===== config.mk =====
export PLATFORM = sky130hd
export DESIGN_NAME = wwd_top
export DESIGN_NICKNAME = d
export VERILOG_FILES = /design/src/wwd_pkg.sv /design/src/wwd_sync.sv /design/src/wwd_top.sv
export SDC_FILE = /design/constraint.sdc
export NUM_CORES = 1
export LEC_CHECK = 0
export ABC_CLOCK_PERIOD_IN_PS = 3350
export BUFFER_PORTS_ARGS = -buffer_cell sky130_fd_sc_hd__buf_2
export CAP_MARGIN = 5
export CORE_UTILIZATION = 58
export CTS_BUF_LIST = sky130_fd_sc_hd__clkbuf_8
export DETAILED_ROUTE_END_ITERATION = 7
export PLACE_DENSITY = 0.79
export SETUP_SLACK_MARGIN = 0.3
export SLEW_MARGIN = 10
export SYNTH_ARGS = -nofsm -noshare
export SYNTH_HDL_FRONTEND = slang
export SYNTH_HIERARCHICAL = 1
export SYNTH_SLANG_ARGS = --single-unit

===== constraint.sdc =====
create_clock -name clk_i -period 3.35 [get_ports clk_i]
set_clock_uncertainty 0.2 [all_clocks]
set_input_delay 0.67 -clock clk_i [delete_from_list [all_inputs] [get_ports clk_i]]
set_output_delay 0.67 -clock clk_i [all_outputs]
set_load 0.01 [all_outputs]

===== src/wwd_pkg.sv =====
/*
 Shared constants of the window watchdog: oscillator period counts,
 reset pulse and glitch filter times, state encoding.
 Assumes a single 250 MHz system clock.
*/
package wwd_pkg;
	localparam int unsigned CLK_MHZ = 250;
	localparam int unsigned TRIG_MIN_NS = 200;
	localparam int unsigned TRIG_MIN_CYC = (TRIG_MIN_NS * CLK_MHZ + 999) / 1000 + 1;
	localparam int unsigned LEAD_PERIODS = 7895;
	localparam int unsigned CLOSED_PERIODS = 1053;
	localparam int unsigned OPEN_PERIODS = 1105;
	localparam int unsigned NRES_MS = 4;
	localparam int unsigned NRES_CYC = NRES_MS * CLK_MHZ * 1000;
	localparam int unsigned OSC_US_X100 = 1960;
	localparam int unsigned OSC_CYC = OSC_US_X100 * CLK_MHZ / 100;
	localparam int unsigned FALLBACK_OSC_CYC = 4 * OSC_CYC;
	localparam int unsigned SYNC_STAGES = 3;
	typedef enum logic [2:0] {
		WWD_RESET,
		WWD_LEAD,
		WWD_CLOSED,
		WWD_OPEN,
		WWD_OFF
	} wwd_state_t;
endpackage


===== src/wwd_sync.sv =====
/*
 Three-stage synchroniser with agreement check for asynchronous pins.
 Assumes inputs come from outside the clk_i domain.
*/
module wwd_sync
	import wwd_pkg::*;
#(
	parameter logic RST_VAL = 1'b1
) (
	input wire logic clk_i,
	input wire logic sys_rst_i,
	input wire logic async_i,
	output logic sync_o
);
	logic [SYNC_STAGES-1:0] stage_reg;
	logic [SYNC_STAGES-1:0] stage_next;
	logic out_reg;
	logic out_next;

	always_comb begin
		stage_next = {stage_reg[SYNC_STAGES-2:0], async_i};
		out_next = out_reg;
		// First stage feeds only the second; stages two and three must agree
		if (stage_reg[1] == stage_reg[2]) begin
			out_next = stage_reg[2];
		end
	end

	always_ff @(posedge clk_i or posedge sys_rst_i) begin
		if (sys_rst_i) begin
			stage_reg <= {SYNC_STAGES{RST_VAL}};
			out_reg <= RST_VAL;
		end else begin
			stage_reg <= stage_next;
			out_reg <= out_next;
		end
	end

	assign sync_o = out_reg;
endmodule


===== src/wwd_top.sv =====
/*
 Window watchdog: lead time, closed and open windows, fixed reset pulse
 on an open-drain reset output. Timing from an oscillator tick derived
 from clk_i. Assumes mode, disable, receive data and pin fault status
 come from surrounding device logic or pins.
*/
// Contract
// Falling trigger edge is the watchdog event.
// Low pulses not over 200 ns ignored.
// Intervals counted in oscillator periods.
// Silent or Sleep disables watchdog entirely.
// Lead time starts at reset release.
// After wake, lead starts at receive falling.
// Power-up holds reset low about 4 ms.
// Trigger in lead starts closed window.
// Lead expiry gives 4 ms reset pulse.
// Trigger in open window restarts closed.
// Open window expiry gives 4 ms reset.
// Trigger in closed window resets at once.
// Host triggers between closed max and sum.
// Resistor fault uses internal fallback oscillator.
// Reset low forces Fail-safe mode.
// Disable input suppresses all watchdog resets.
module wwd_top
	import wwd_pkg::*;
#(
	parameter int unsigned NRES_CYCLES = NRES_CYC,
	parameter int unsigned OSC_CYCLES = OSC_CYC,
	parameter int unsigned FALLBACK_CYCLES = FALLBACK_OSC_CYC,
	parameter int unsigned LEAD_P = LEAD_PERIODS,
	parameter int unsigned CLOSED_P = CLOSED_PERIODS,
	parameter int unsigned OPEN_P = OPEN_PERIODS
) (
	input wire logic clk_i,
	input wire logic sys_rst_i,
	input wire logic trigger_n_i,
	input wire logic rxd_i,
	input wire logic low_power_i,
	input wire logic wd_disable_i,
	input wire logic timing_resistor_fault_i,
	input wire logic reset_pin_i,
	output logic reset_o,
	output logic reset_oe_o,
	output logic failsafe_o,
	output wwd_state_t state_o
);
	localparam int CW = 24;
	localparam int PW = 14;

	logic trig_s;
	logic rxd_s;
	logic lp_s;
	logic dis_s;
	logic fault_s;

	wwd_sync #(.RST_VAL(1'b1)) u_trig (.clk_i(clk_i), .sys_rst_i(sys_rst_i),
		.async_i(trigger_n_i), .sync_o(trig_s));
	wwd_sync #(.RST_VAL(1'b1)) u_rxd (.clk_i(clk_i), .sys_rst_i(sys_rst_i),
		.async_i(rxd_i), .sync_o(rxd_s));
	wwd_sync #(.RST_VAL(1'b0)) u_lp (.clk_i(clk_i), .sys_rst_i(sys_rst_i),
		.async_i(low_power_i), .sync_o(lp_s));
	wwd_sync #(.RST_VAL(1'b0)) u_dis (.clk_i(clk_i), .sys_rst_i(sys_rst_i),
		.async_i(wd_disable_i), .sync_o(dis_s));
	wwd_sync #(.RST_VAL(1'b0)) u_flt (.clk_i(clk_i), .sys_rst_i(sys_rst_i),
		.async_i(timing_resistor_fault_i), .sync_o(fault_s));

	wwd_state_t state_reg;
	wwd_state_t state_next;
	logic [CW-1:0] rst_cnt_reg;
	logic [CW-1:0] rst_cnt_next;
	logic [CW-1:0] osc_cnt_reg;
	logic [CW-1:0] osc_cnt_next;
	logic [PW-1:0] per_cnt_reg;
	logic [PW-1:0] per_cnt_next;
	logic [7:0] low_cnt_reg;
	logic [7:0] low_cnt_next;
	logic trig_prev_reg;
	logic trig_prev_next;
	logic armed_reg;
	logic armed_next;
	logic rxd_prev_reg;
	logic rxd_prev_next;
	logic wake_pend_reg;
	logic wake_pend_next;
	logic drive_reg;
	logic drive_next;

	logic osc_tick;
	logic trig_evt;
	logic rxd_fall;
	logic [CW-1:0] osc_limit;

	function automatic logic [PW-1:0] to_pw(input int unsigned v);
		to_pw = PW'(v - 1);
	endfunction

	// Fallback oscillator keeps a reset guaranteed when the resistor pin fails
	assign osc_limit = fault_s ? CW'(FALLBACK_CYCLES - 1) : CW'(OSC_CYCLES - 1);
	assign osc_tick = (osc_cnt_reg == osc_limit);
	assign rxd_fall = rxd_prev_reg && !rxd_s;

	always_comb begin
		osc_cnt_next = osc_tick ? '0 : osc_cnt_reg + CW'(1);
		trig_prev_next = trig_s;
		low_cnt_next = low_cnt_reg;
		armed_next = armed_reg;
		trig_evt = 1'b0;
		// Edge counts only once the low level outlasts the glitch limit
		if (trig_prev_reg && !trig_s) begin
			low_cnt_next = 8'h00;
			armed_next = 1'b1;
		end else if (!trig_s && armed_reg) begin
			low_cnt_next = low_cnt_reg + 8'h01;
			// Fires on the last of TRIG_MIN_CYC low cycles, so 204 ns is taken
			if (low_cnt_reg == 8'(TRIG_MIN_CYC - 2)) begin
				trig_evt = 1'b1;
				armed_next = 1'b0;
			end
		end else if (trig_s) begin
			armed_next = 1'b0;
		end
		if (state_reg == WWD_OFF || state_reg == WWD_RESET) begin
			osc_cnt_next = '0;
		end
	end

	always_comb begin
		state_next = state_reg;
		rst_cnt_next = rst_cnt_reg;
		per_cnt_next = per_cnt_reg;
		drive_next = drive_reg;
		rxd_prev_next = rxd_s;
		wake_pend_next = wake_pend_reg;
		case (state_reg)
			WWD_RESET: begin
				drive_next = 1'b1;
				if (rst_cnt_reg == CW'(NRES_CYCLES - 1)) begin
					drive_next = 1'b0;
					state_next = WWD_LEAD;
					per_cnt_next = to_pw(LEAD_P);
					rst_cnt_next = '0;
				end else begin
					rst_cnt_next = rst_cnt_reg + CW'(1);
				end
			end
			WWD_LEAD: begin
				if (trig_evt) begin
					state_next = WWD_CLOSED;
					per_cnt_next = to_pw(CLOSED_P);
				end else if (osc_tick) begin
					if (per_cnt_reg == '0) begin
						state_next = dis_s ? WWD_LEAD : WWD_RESET;
						per_cnt_next = to_pw(LEAD_P);
					end else begin
						per_cnt_next = per_cnt_reg - PW'(1);
					end
				end
			end
			WWD_CLOSED: begin
				if (trig_evt && !dis_s) begin
					state_next = WWD_RESET;
				end else if (trig_evt) begin
					per_cnt_next = to_pw(CLOSED_P);
				end else if (osc_tick) begin
					if (per_cnt_reg == '0) begin
						state_next = WWD_OPEN;
						per_cnt_next = to_pw(OPEN_P);
					end else begin
						per_cnt_next = per_cnt_reg - PW'(1);
					end
				end
			end
			WWD_OPEN: begin
				if (trig_evt) begin
					state_next = WWD_CLOSED;
					per_cnt_next = to_pw(CLOSED_P);
				end else if (osc_tick) begin
					if (per_cnt_reg == '0) begin
						state_next = dis_s ? WWD_CLOSED : WWD_RESET;
						per_cnt_next = to_pw(CLOSED_P);
					end else begin
						per_cnt_next = per_cnt_reg - PW'(1);
					end
				end
			end
			WWD_OFF: begin
				drive_next = 1'b0;
				if (!lp_s) begin
					wake_pend_next = 1'b1;
				end
				// Lead time waits for the wake indication on receive data
				if ((wake_pend_reg || !lp_s) && rxd_fall) begin
					state_next = WWD_LEAD;
					per_cnt_next = to_pw(LEAD_P);
					wake_pend_next = 1'b0;
				end
			end
			default: begin
				state_next = WWD_RESET;
			end
		endcase
		if (lp_s) begin
			state_next = WWD_OFF;
			drive_next = 1'b0;
			wake_pend_next = 1'b0;
			rst_cnt_next = '0;
		end
		if (state_next == WWD_RESET && state_reg != WWD_RESET) begin
			rst_cnt_next = '0;
			drive_next = 1'b1;
		end
	end

	always_ff @(posedge clk_i or posedge sys_rst_i) begin
		if (sys_rst_i) begin
			state_reg <= WWD_RESET;
			rst_cnt_reg <= '0;
			osc_cnt_reg <= '0;
			per_cnt_reg <= '0;
			low_cnt_reg <= 8'h00;
			trig_prev_reg <= 1'b1;
			armed_reg <= 1'b0;
			rxd_prev_reg <= 1'b1;
			wake_pend_reg <= 1'b0;
			drive_reg <= 1'b1;
		end else begin
			state_reg <= state_next;
			rst_cnt_reg <= rst_cnt_next;
			osc_cnt_reg <= osc_cnt_next;
			per_cnt_reg <= per_cnt_next;
			low_cnt_reg <= low_cnt_next;
			trig_prev_reg <= trig_prev_next;
			armed_reg <= armed_next;
			rxd_prev_reg <= rxd_prev_next;
			wake_pend_reg <= wake_pend_next;
			drive_reg <= drive_next;
		end
	end

	// Open drain: only ever pulls low
	assign reset_o = 1'b0;
	assign reset_oe_o = drive_reg;
	// Pin may be held low externally too; either way fail-safe follows
	assign failsafe_o = drive_reg || !reset_pin_i;
	assign state_o = state_reg;
endmodule


==> results of run 1 <==
routing by layer:
layer,GRT usage (%),vias up,routed length [um]
li1,-,1966,-
met1,33.4,2020,4870
met2,42.1,116,5500
met3,3.38,29,452
met4,12.4,0,286
met5,0,-,0
worst max-delay path: cells and delay by family (launching register included):
| kind | cells | cell delay, ns |
|---|---|---|
| compound gates | 2 | 0.39 |
| flops | 1 | 0.41 |
| buf+inv | 3 | 0.46 |
| simple gates | 6 | 1.56 |
| fa+ha+maj | 1 | 0.14 |
worst min path at each step:
stage                                      start                      endpoint  slack [ns]
CTS                                    sys_rst_i  u_flt/stage_reg[0]$_DFF_PP0_        0.04
finish                                 sys_rst_i  u_flt/stage_reg[0]$_DFF_PP0_        0.05
detailed placement   u_lp/stage_reg[0]$_DFF_PP0_   u_lp/stage_reg[1]$_DFF_PP0_        0.14
floorplan           u_dis/stage_reg[0]$_DFF_PP0_  u_dis/stage_reg[1]$_DFF_PP0_        0.13
global route                           sys_rst_i      u_flt/sync_o$_DFFE_PP0N_        0.04
global placement     u_lp/stage_reg[0]$_DFF_PP0_   u_lp/stage_reg[1]$_DFF_PP0_        0.13
layout make-up:
| cell class | instances | area, um2 | area share (%) |
|---|---|---|---|
| multi-input combinational | 390 | 2500 | 43.5 |
| sequential | 98 | 2470 | 42.9 |
| timing repair buffer | 41 | 365 | 6.35 |
| tap | 105 | 131 | 2.28 |
| clock buffer | 9 | 124 | 2.15 |
| clock inverter | 7 | 83.8 | 1.46 |
| inverter | 20 | 75.1 | 1.31 |
power by group through the flow:
| stage | logic (mW) | clock network (mW) | registers [mW] |
|---|---|---|---|
| 2_1_floorplan | 0.275 | 0 | 1.35 |
| 3_3_place_gp | 0.336 | 0 | 1.38 |
| 3_5_place_dp | 0.355 | 0 | 1.38 |
| 4_1_cts | 0.396 | 0.813 | 1.36 |
| 5_1_grt | 0.497 | 0.859 | 1.37 |
| 6_report | 0.455 | 0.793 | 1.36 |
through the flow:
step | instances | TNS, ns | cell area [um2] | total power [mW] | hold slack, ns
6_report | 670 | 0 | 5750 | 2.61 | 0.0518
5_1_grt | 670 | -0.0311 | 5750 | 2.73 | 0.0423
4_1_cts | 665 | 0 | 5570 | 2.57 | 0.0351
3_5_place_dp | 637 | 0 | 5210 | 1.74 | 0.136
3_3_place_gp | 637 | 0 | 5210 | 1.71 | 0.134
2_1_floorplan | 526 | 0 | 4990 | 1.63 | 0.131
logic make-up after synthesis:
family | after synthesis
buf+inv | 38
simple gates | 234
flops | 98
compound gates | 120
fa+ha+maj | 10
mux | 1
other cells | 1
xor+xnor | 24
what timing repair did:
item	in CTS	in global routing
setup buffers	11	2
endpoints found under the setup margin	24	33
cloned	1	3
gates resized for setup	10	23
pin swaps	1	27
placed cells by master (no fill, tap or decap), types with 12 or more instances in the layout:
master,n
sky130_fd_sc_hd__a21oi_1,34
sky130_fd_sc_hd__dfrtp_1,86
sky130_fd_sc_hd__nor2_1,58
sky130_fd_sc_hd__nand3_1,27
sky130_fd_sc_hd__buf_4,22
sky130_fd_sc_hd__xor2_1,17
sky130_fd_sc_hd__buf_2,12
sky130_fd_sc_hd__nand4_1,13
sky130_fd_sc_hd__nand2_1,37
sky130_fd_sc_hd__or3_1,23
sky130_fd_sc_hd__inv_1,17
sky130_fd_sc_hd__o21ai_0,30
==> out/qor.txt, run 1 <==
========================================================================================================
Vias in the first global route                                                                      3959
Maximum number of pins on one net before global-route repair                                          55
Port buffer count                                                                                     12
Maximum level of the CTS H-tree                                                                        3
Area growth from synthesis to layout                                                               15.5%
Largest fanout of any net on the critical path                                                         6
Setup repair after global routing missed its margin                                                 true
Fraction of the yosys area taken by sequential cells                                               49.5%
Endpoint of the most critical register-to-register path                                     rst_cnt_reg[6]$_DFFE_PP0P_
Most prevalent standard cell on the critical path                                           sky130_fd_sc_hd__or3_1
Placement-stage worst setup slack                                                              0.0486 ns
Part of the cycle the worst path needs                                                             97.6%
Adder-cell share of the synthesized area                                                           2.39%
Height of the die                                                                                94.6 um
DRC errors left                                                                                        0
Cell area after synthesis                                                                       4980 um2
Switching part of the total                                                                        30.0%
Clock share of power                                                                               30.4%
First drt pass iteration count                                                                         5
Number of antenna violations at the first check in global routing                                      0
Slew headroom                                                                                      56.6%
Critical path cell sequence                                                                 inv_2 -> ha_4 -> or4b_4 -> nor4_4 -> nand2_2 -> or3_1 -> and3_4 -> a221oi_4 -> buf_6 -> clkbuf_16 -> or3_1 -> a21oi_1
Via count                                                                                           4131
Slack of the worst reg-to-reg path                                                               0.08 ns
# nets final                                                                                         573
Xor/xnor cell area share of the yosys netlist                                                      4.22%
Most used standard cell by instance count after synthesis                                   sky130_fd_sc_hd__dfrtp_1
CTS tree                                                                                             yes
Flop pwr share                                                                                     52.2%
Die area                                                                                        8960 um2
DR iter-0 viols                                                                                      207
Routed WL                                                                                        11.1 mm
Combinational cell fraction of total power                                                         17.4%
Peak supply drop                                                                                0.304 mV
Synth Area in Compound Gates                                                                       15.0%
Max-capacitance violation count                                                                        0
Final standard cell utilization of the core                                                        69.6%
Minimum clock period after layout                                                                3.27 ns
Share of Yosys cell area claimed by the top area cell type                                         43.7%
Post-route setup slack                                                                         0.0800 ns
CP Launch Point                                                                             per_cnt_reg[0]$_DFFE_PP0P_
Gr ovfl total                                                                                          0
Hold buffer count at CTS                                                                               0
Top achievable clock speed                                                                       306 MHz
Number of buffers created by CTS                                                                       9
Clock latency reported for the late side of the worst-skew pair                                  0.36 ns
RR Startpoint                                                                               per_cnt_reg[0]$_DFFE_PP0P_
Ratio of cells with drive above 1 in the final layout                                              20.7%
Post-synth ARST share                                                                               100%
Total leakage power                                                                              2.33 nW
Stage delay of the slowest cell on the critical path                                             0.47 ns
Routability Congestion                                                                             0.864
Cells on worst reg2reg path                                                                           12
Floorplan core area                                                                             8260 um2
Leading post-synthesis cells by instance count                                              sky130_fd_sc_hd__dfrtp_1, sky130_fd_sc_hd__nor2_1, sky130_fd_sc_hd__a21oi_1, sky130_fd_sc_hd__nand2_1, sky130_fd_sc_hd__o21ai_0
Dominant combinational cell family by area after synthesis                                  simple AND/OR/NAND/NOR gates
Synthesized Nets                                                                                     539
Setup crit start kind                                                                          flip-flop
Type of the worst setup path                                                                  reg -> reg
Int Pwr                                                                                          1.83 mW
Number of enable flip-flop cells after synthesis                                                       0
Run status                                                                                  finished clean
Wire length per cell after detailed routing                                                      16.6 um
Post-route antenna net violation count                                                                 0
Mean Syn Cell Area                                                                              9.46 um2
Count of clock tree sinks                                                                             98
Crit path capture                                                                           rst_cnt_reg[6]$_DFFE_PP0P_
Number of inserted filler cells in the final layout                                                  618
Starting density of the core                                                                       60.3%
Synth warnings                                                                                         6
Portion of netlist area occupied by mux cells                                                     0.201%
Synthesized instance count                                                                           526
Final Max Slew Viols                                                                                   0
P_sw                                                                                            0.782 mW
Required time worst endpoint                                                                     3.39 ns
I/O pin count                                                                                         14
Slowest cell on the critical path                                                           sky130_fd_sc_hd__or4b_4
Root buf cell                                                                               sky130_fd_sc_hd__clkbuf_8
Detailed Place HPWL                                                                              7.23 mm
Critical Path End Type                                                                         flip-flop
Synth Area in Simple Gates                                                                         25.3%
Area contributors post-synth                                                                sky130_fd_sc_hd__dfrtp_1, sky130_fd_sc_hd__dfstp_2, sky130_fd_sc_hd__nor2_1, sky130_fd_sc_hd__a21oi_1, sky130_fd_sc_hd__or3_1
Count of unique library cells instantiated by Yosys                                                   59
Primary FF master, synth                                                                    sky130_fd_sc_hd__dfrtp_1
Synthesis-stage register bit count                                                                    98
Power per unit of standard cell area                                                          454 nW/um2
Cell type with the highest aggregate area in the netlist                                    sky130_fd_sc_hd__dfrtp_1
Tightest Pin Transition                                                                         0.645 ns
First-pass GRT wire length                                                                       18.0 mm
Count of final hold-check violations                                                                   0
Die width                                                                                        94.6 um
Max Root-Sink Buffers                                                                                  2
Placement row count                                                                                   33
Post-CTS clock slew at the launch and capture registers of the worst setup and hold paths        0.10 ns
Data arrival, critical path                                                                      3.31 ns
Type of the tightest min-delay check                                                         in -> async
Final antenna diode count                                                                              0
Post-DR vias/cell                                                                                   6.17
Aggregate global-route resource usage                                                              25.6%
Finish-stage setup viols                                                                               0
========================================================================================================
No activity file was read; power rests on OpenSTA's default activity.
==> inputs of run 2 (changes only) <==
--- a/config.mk
+++ b/config.mk
@@ -5,15 +5,15 @@
 export SDC_FILE = /design/constraint.sdc
 export NUM_CORES = 1
 export LEC_CHECK = 0
-export ABC_CLOCK_PERIOD_IN_PS = 3350
+export ABC_CLOCK_PERIOD_IN_PS = 2750
 export BUFFER_PORTS_ARGS = -buffer_cell sky130_fd_sc_hd__buf_2
 export CAP_MARGIN = 5
 export CORE_UTILIZATION = 58
 export CTS_BUF_LIST = sky130_fd_sc_hd__clkbuf_8
+export CTS_CLUSTER_SIZE = 8
 export DETAILED_ROUTE_END_ITERATION = 7
 export PLACE_DENSITY = 0.79
 export SETUP_SLACK_MARGIN = 0.3
-export SLEW_MARGIN = 10
 export SYNTH_ARGS = -nofsm -noshare
 export SYNTH_HDL_FRONTEND = slang
 export SYNTH_HIERARCHICAL = 1
==> constraint.sdc (replaced) <==
create_clock -name clk_i -period 2.75 [get_ports clk_i]
set_clock_uncertainty 0.2 [all_clocks]
set_input_delay 0.55 -clock clk_i [delete_from_list [all_inputs] [get_ports clk_i]]
set_output_delay 0.55 -clock clk_i [all_outputs]
set_load 0.01 [all_outputs]
==> out/qor.txt, run 2 (synthesis results as in run 1) <==
========================================================================================================
Critical path cell sequence                                                                 inv_2 -> ha_4 -> or4b_4 -> nor4_4 -> nand3_1 -> o21ai_2 -> nor2b_4 -> a221oi_4 -> buf_12 -> or4_1 -> a21oi_1
First drt pass iteration count                                                                         6   +1
Aggregate global-route resource usage                                                              29.0%   +3.4 points
Final antenna diode count                                                                              0   unchanged
Post-route antenna net violation count                                                                 0   unchanged
Type of the worst setup path                                                                  reg -> reg
Number of cells after detailed placement                                                             706   +11%
Max-capacitance violation count                                                                        0   unchanged
Floorplan core area                                                                             8260 um2   unchanged
Sum of buffers and inverters on the critical path                                                      2   -1
Run status                                                                                  complete, but fails checks
Post-route setup slack                                                                         -0.601 ns   -0.681 ns
CTS tree                                                                                             yes
Number of standard cells in the final layout excluding fillers                                       737   +10%
Die width                                                                                        94.6 um   unchanged
DRC errors left                                                                                        0   unchanged
Area growth from synthesis to layout                                                               29.7%
Height of the die                                                                                94.6 um   unchanged
Data arrival, critical path                                                                      3.44 ns   +0.13 ns
Number of antenna violations at the first check in global routing                                      0   unchanged
Crit path max-delay family                                                                  simple AND/OR/NAND/NOR gates
Overall Power                                                                                    3.47 mW   +33%
Post-CTS clock slew at the launch and capture registers of the worst setup and hold paths        0.11 ns   about the same
Final Max Slew Viols                                                                                   0   unchanged
Largest fanout of any net on the critical path                                                        23   +17
Peak supply drop                                                                                0.338 mV   +11%
Commonest non-fill, non-tap cell in the layout                                              sky130_fd_sc_hd__dfrtp_1
Maximum level of the CTS H-tree                                                                        3   unchanged
Total leakage power                                                                              2.69 nW   +16%
Power per unit of standard cell area                                                          538 nW/um2   +19%
Final standard cell utilization of the core                                                        78.2%   +8.5 points
Slack of the worst reg-to-reg path                                                              -0.60 ns   -0.68 ns
Routability Congestion                                                                             0.886   +2.6%
Routed WL                                                                                        13.2 mm   +19%
Slew headroom                                                                                      64.0%   +7.4 points
Starting density of the core                                                                       60.3%   unchanged
Finish-stage setup viols                                                                              38   +38
Cells on worst reg2reg path                                                                           11   -1
Via count                                                                                           4648   +13%
Die area                                                                                        8960 um2   unchanged
Port buffer count                                                                                     12   unchanged
Root buf cell                                                                               sky130_fd_sc_hd__clkbuf_8
First-pass GRT wire length                                                                       20.1 mm   +12%
Setup repair after global routing missed its margin                                                 true
Required time worst endpoint                                                                     2.84 ns   -0.55 ns
Critical Path End Type                                                                         flip-flop
Gr ovfl total                                                                                          0   unchanged
Placement row count                                                                                   33   unchanged
Detailed Place HPWL                                                                              8.14 mm   +12%
Part of the cycle the worst path needs                                                              122%   +24 points
Maximum number of pins on one net before global-route repair                                          60   +9.1%
Max Root-Sink Buffers                                                                                  2   unchanged
Vias in the first global route                                                                      4431   +12%
Count of final hold-check violations                                                                   0   unchanged
Violated checks                                                                             negative setup slack
RR Startpoint                                                                               per_cnt_reg[0]$_DFFE_PP0P_
Top achievable clock speed                                                                       298 MHz   -2.4%
Setup TNS                                                                                      -12.30 ns   -12.30 ns
Post-DR vias/cell                                                                                   6.31   +2.3%
Setup crit start kind                                                                          flip-flop
Slowest cell on the critical path                                                           sky130_fd_sc_hd__or4_1
CP Launch Point                                                                             per_cnt_reg[0]$_DFFE_PP0P_
Count of clock tree sinks                                                                             98   unchanged
Clock latency reported for the late side of the worst-skew pair                                  0.37 ns   about the same
Ratio of cells with drive above 1 in the final layout                                              32.0%   +11 points
WHS Path Cells                                                                                         1
Wire length per cell after detailed routing                                                      18.0 um   +8.5%
Tightest Pin Transition                                                                         0.535 ns   -0.111 ns
Number of buffers created by CTS                                                                       9   unchanged
Minimum clock period after layout                                                                3.35 ns   +0.0807 ns
Highest-count cells in the layout ignoring fill and taps                                    sky130_fd_sc_hd__dfrtp_1, sky130_fd_sc_hd__buf_4, sky130_fd_sc_hd__nor2_1
Crit path capture                                                                           rst_cnt_reg[21]$_DFFE_PP0P_
Stage delay of the slowest cell on the critical path                                             0.58 ns   +0.11 ns
# nets final                                                                                         640   +12%
DR iter-0 viols                                                                                      349   +69%
Critical path depth in cells                                                                          11   -1
Type of the tightest min-delay check                                                           in -> reg
I/O pin count                                                                                         14   unchanged
Endpoint of the most critical register-to-register path                                     rst_cnt_reg[21]$_DFFE_PP0P_
========================================================================================================
## run 2: cell types whose count changed in the layout (fill, tap and decap cells not counted), moves of 5 or more
| cell | delta |
|---|---|
| sky130_fd_sc_hd__o21ai_1 | +8 |
| sky130_fd_sc_hd__buf_6 | +5 |
| sky130_fd_sc_hd__o21ai_0 | -12 |
| sky130_fd_sc_hd__a21oi_1 | -6 |
| sky130_fd_sc_hd__a21oi_2 | +5 |
| sky130_fd_sc_hd__buf_4 | +56 |
## run 2: worst register-to-register path: stages, from the launching register on
cell                       delay [ns]
sky130_fd_sc_hd__dfrtp_1         0.41
sky130_fd_sc_hd__inv_2           0.09
sky130_fd_sc_hd__ha_4            0.13
sky130_fd_sc_hd__or4b_4          0.48
sky130_fd_sc_hd__nor4_4          0.35
sky130_fd_sc_hd__nand3_1         0.14
sky130_fd_sc_hd__o21ai_2         0.17
sky130_fd_sc_hd__nor2b_4         0.21
sky130_fd_sc_hd__a221oi_4        0.10
sky130_fd_sc_hd__buf_12          0.18
sky130_fd_sc_hd__or4_1           0.58
sky130_fd_sc_hd__a21oi_1         0.23
## run 2: cell type report
class	count	area, um2
multi-input combinational	390	2620
sequential	98	2470
fill	503	1800
timing repair buffer	108	955
tap	105	131
clock buffer	9	124
clock inverter	7	85.1
inverter	20	78.8
## run 2: per-layer routing
layer,global-route usage [%],vias to the layer above,routed length [um]
met5,0,-,0
met4,13.1,0,538
met3,4.19,65,689
met2,49.8,212,6750
met1,36.1,2259,5270
li1,-,2112,-
## run 2: worst min-delay path by stage
| stage | slack, ns | startpoint | endpoint |
|---|---|---|---|
| floorplan | 0.12 | sys_rst_i | u_dis/stage_reg[0]$_DFF_PP0_ |
| global placement | 0.13 | u_lp/stage_reg[0]$_DFF_PP0_ | u_lp/stage_reg[1]$_DFF_PP0_ |
| detailed placement | 0.13 | u_lp/stage_reg[0]$_DFF_PP0_ | u_lp/stage_reg[1]$_DFF_PP0_ |
| CTS | 0.07 | rxd_i | u_rxd/stage_reg[0]$_DFF_PP1_ |
| global route | 0.06 | timing_resistor_fault_i | u_flt/stage_reg[0]$_DFF_PP0_ |
| finish | 0.08 | rxd_i | u_rxd/stage_reg[0]$_DFF_PP1_ |
## run 2: what timing repair did
action	4_1_cts	5_1_grt
gates resized for setup	39	36
hold endpoints to repair	12	0
pin swaps	13	13
gates cloned	2	2
hold buffers	1	0
endpoints found under the setup margin	40	63
setup buffers	5	5
## run 2: metrics by stage
stage	cell area [um2]	setup WS (ns)	hold WS, ns
after global routing	6460	-0.800	0.0591
after CTS	6200	-0.416	0.0667
final	6460	-0.601	0.0770
after floorplan	5030	-0.536	0.116
after detailed placement	5760	-0.474	0.135
after global placement	5760	-0.310	0.134
## run 2: report_power, final
| part | switching, mW | total [mW] | internal [mW] |
|---|---|---|---|
| sequential | 0.0614 | 1.60 | 1.54 |
| clock | 0.548 | 0.987 | 0.439 |
| combinational | 0.446 | 0.881 | 0.435 |
| total | 1.06 | 3.47 | 2.42 |
==> inputs of run 3 (changes only) <==
--- a/config.mk
+++ b/config.mk
@@ -12,8 +12,9 @@
 export CTS_BUF_LIST = sky130_fd_sc_hd__clkbuf_8
 export CTS_CLUSTER_SIZE = 8
 export DETAILED_ROUTE_END_ITERATION = 7
-export PLACE_DENSITY = 0.79
+export PLACE_DENSITY_LB_ADDON = 0.2
 export SETUP_SLACK_MARGIN = 0.3
+export SKIP_CTS_REPAIR_TIMING = 1
 export SYNTH_ARGS = -nofsm -noshare
 export SYNTH_HDL_FRONTEND = slang
 export SYNTH_HIERARCHICAL = 1
==> out/qor.txt, run 3 (synthesis results as in run 1) <==
========================================================================================================
Maximum level of the CTS H-tree                                                                        3   unchanged
Peak supply drop                                                                                0.364 mV   +7.7%
Total leakage power                                                                              2.67 nW   -1.1%
Data arrival, critical path                                                                      3.30 ns   -0.14 ns
Clock latency reported for the late side of the worst-skew pair                                  0.37 ns   about the same
First-pass GRT wire length                                                                       18.8 mm   -6.5%
Setup TNS                                                                                      -11.08 ns   +1.21 ns
Die area                                                                                        8960 um2   unchanged
Routed WL                                                                                        12.4 mm   -6.5%
Part of the cycle the worst path needs                                                              118%   -4.1 points
Power per unit of standard cell area                                                          528 nW/um2   -1.8%
Count of clock tree sinks                                                                             98   unchanged
Max Root-Sink Buffers                                                                                  2   unchanged
Via count                                                                                           4516   -2.8%
I/O pin count                                                                                         14   unchanged
Area growth from synthesis to layout                                                               26.5%
Starting density of the core                                                                       60.3%   unchanged
Violated checks                                                                             negative setup slack
Gr ovfl total                                                                                          0   unchanged
Die width                                                                                        94.6 um   unchanged
Top achievable clock speed                                                                       309 MHz   +3.5%
Number of inserted filler cells in the final layout                                                  535   +6.4%
Number of cells after detailed placement                                                             705   -0.14%
Run status                                                                                  complete, but fails checks
Root buf cell                                                                               sky130_fd_sc_hd__clkbuf_8
Area of the multi-input gates                                                                   2560 um2   -2.1%
Number of buffers created by CTS                                                                       9   unchanged
Setup repair after global routing missed its margin                                                 true
Aggregate global-route resource usage                                                              27.0%   -2.0 points
Finish-stage setup viols                                                                              33   -13%
Highest-count cells in the layout ignoring fill and taps                                    sky130_fd_sc_hd__dfrtp_1, sky130_fd_sc_hd__buf_4, sky130_fd_sc_hd__nor2_1
Placement-stage worst setup slack                                                              -0.429 ns   +0.0449 ns
CTS tree                                                                                             yes
Final antenna diode count                                                                              0   unchanged
Commonest non-fill, non-tap cell in the layout                                              sky130_fd_sc_hd__dfrtp_1
Max-capacitance violation count                                                                        0   unchanged
Setup crit start kind                                                                          flip-flop
Required time worst endpoint                                                                     2.81 ns   -0.03 ns
DR iter-0 viols                                                                                      210   -40%
Critical Path End Type                                                                         flip-flop
Ratio of cells with drive above 1 in the final layout                                              29.8%   -2.2 points
Crit path max-delay family                                                                  simple AND/OR/NAND/NOR gates
Count of final hold-check violations                                                                   0   unchanged
Area used by sequential logic in the layout                                                     2470 um2   unchanged
Post-DR vias/cell                                                                                   6.14   -2.7%
Slew headroom                                                                                      53.2%   -11 points
Post-route setup slack                                                                         -0.488 ns   +0.113 ns
Wire length per cell after detailed routing                                                      16.8 um   -6.3%
Type of the worst setup path                                                                  reg -> reg
Largest fanout of any net on the critical path                                                        46   +100%
Placement row count                                                                                   33   unchanged
Maximum number of pins on one net before global-route repair                                          47   -22%
Number of antenna violations at the first check in global routing                                      0   unchanged
# nets final                                                                                         639   -0.16%
Number of standard cells in the final layout excluding fillers                                       736   -0.14%
Stage delay of the slowest cell on the critical path                                             0.48 ns   -0.10 ns
Vias in the first global route                                                                      4261   -3.8%
Post-CTS clock slew at the launch and capture registers of the worst setup and hold paths        0.11 ns   about the same
Sum of buffers and inverters on the critical path                                                      2   unchanged
Critical path cell sequence                                                                 inv_2 -> ha_4 -> or4b_4 -> nor4_4 -> nand2_2 -> or3_1 -> and3_4 -> a221oi_4 -> buf_12 -> mux2i_1 -> nor2_1
DRC errors left                                                                                        0   unchanged
Routability Congestion                                                                             0.892   +0.65%
First drt pass iteration count                                                                         4   -2
Minimum clock period after layout                                                                3.24 ns   -0.113 ns
Post-route antenna net violation count                                                                 0   unchanged
Port buffer count                                                                                     12   unchanged
Tightest Pin Transition                                                                         0.695 ns   +0.160 ns
Detailed Place HPWL                                                                              8.23 mm   +1.1%
Final Max Slew Viols                                                                                   0   unchanged
Slowest cell on the critical path                                                           sky130_fd_sc_hd__or4b_4
Height of the die                                                                                94.6 um   unchanged
Type of the tightest min-delay check                                                           in -> reg
Floorplan core area                                                                             8260 um2   unchanged
========================================================================================================
run 3: cell count changes in the layout (fill, tap and decap cells not counted), sizes merged:
cell	change
clkbuf	-1
bufinv	-1
clkinv	-2
inv	+3
run 3: worst reg2reg max path, cell delays in order (launching register included):
cell,delay (ns)
sky130_fd_sc_hd__dfrtp_1,0.41
sky130_fd_sc_hd__inv_2,0.10
sky130_fd_sc_hd__ha_4,0.13
sky130_fd_sc_hd__or4b_4,0.48
sky130_fd_sc_hd__nor4_4,0.38
sky130_fd_sc_hd__nand2_2,0.10
sky130_fd_sc_hd__or3_1,0.33
sky130_fd_sc_hd__and3_4,0.20
sky130_fd_sc_hd__a221oi_4,0.29
sky130_fd_sc_hd__buf_12,0.24
sky130_fd_sc_hd__mux2i_1,0.21
sky130_fd_sc_hd__nor2_1,0.05
run 3: final timing paths:
kind                                                   start                      endpoint  slack, ns  cells after the start
worst max-delay path              per_cnt_reg[0]$_DFFE_PP0P_    rst_cnt_reg[1]$_DFFE_PP0P_      -0.49                     11
worst min-delay path                                   rxd_i  u_rxd/stage_reg[0]$_DFF_PP1_       0.06                      1
worst max register to register    per_cnt_reg[0]$_DFFE_PP0P_    rst_cnt_reg[1]$_DFFE_PP0P_      -0.49                     11
worst min register to register  u_rxd/stage_reg[0]$_DFF_PP1_  u_rxd/stage_reg[1]$_DFF_PP1_       0.16                      0
max in group asynchronous                          sys_rst_i        rxd_prev_reg$_DFF_PP1_       1.14                      4
min in group asynchronous                          sys_rst_i  u_flt/stage_reg[2]$_DFF_PP0_       0.49                      3
run 3: cell type report:
type                       count  share of cell area, %
clock buffer                   9                   1.97
inverter                      20                   1.25
multi-input combinational    390                   40.7
tap                          105                   2.09
clock inverter                 7                   1.05
timing repair buffer         107                   13.8
sequential                    98                   39.2
run 3: power breakdown:
group / leakage [nW] / internal [mW] / switching, mW
logic: 1.31 / 0.379 / 0.421
clock network: 0.0991 / 0.357 / 0.567
registers: 1.26 / 1.54 / 0.0612
run 3: metal layers:
metal	vias up	wire (um)	track usage, %
li1	2116	-	-
met5	-	0	0
met1	2260	5210	33.4
met2	107	6440	46.0
met3	33	358	3.06
met4	0	388	14.5
run 3: through the flow:
step | total power, mW | utilization [%] | hold slack [ns] | instance area, um2
6_report | 3.33 | 76.3 | 0.0612 | 6300
5_1_grt | 3.48 | 76.3 | 0.0457 | 6300
3_3_place_gp | 2.24 | 69.7 | 0.134 | 5750
2_1_floorplan | 2.00 | - | 0.116 | 5030
4_1_cts | 3.19 | 72.0 | -0.0838 | 5940
3_5_place_dp | 2.27 | 69.7 | 0.145 | 5750
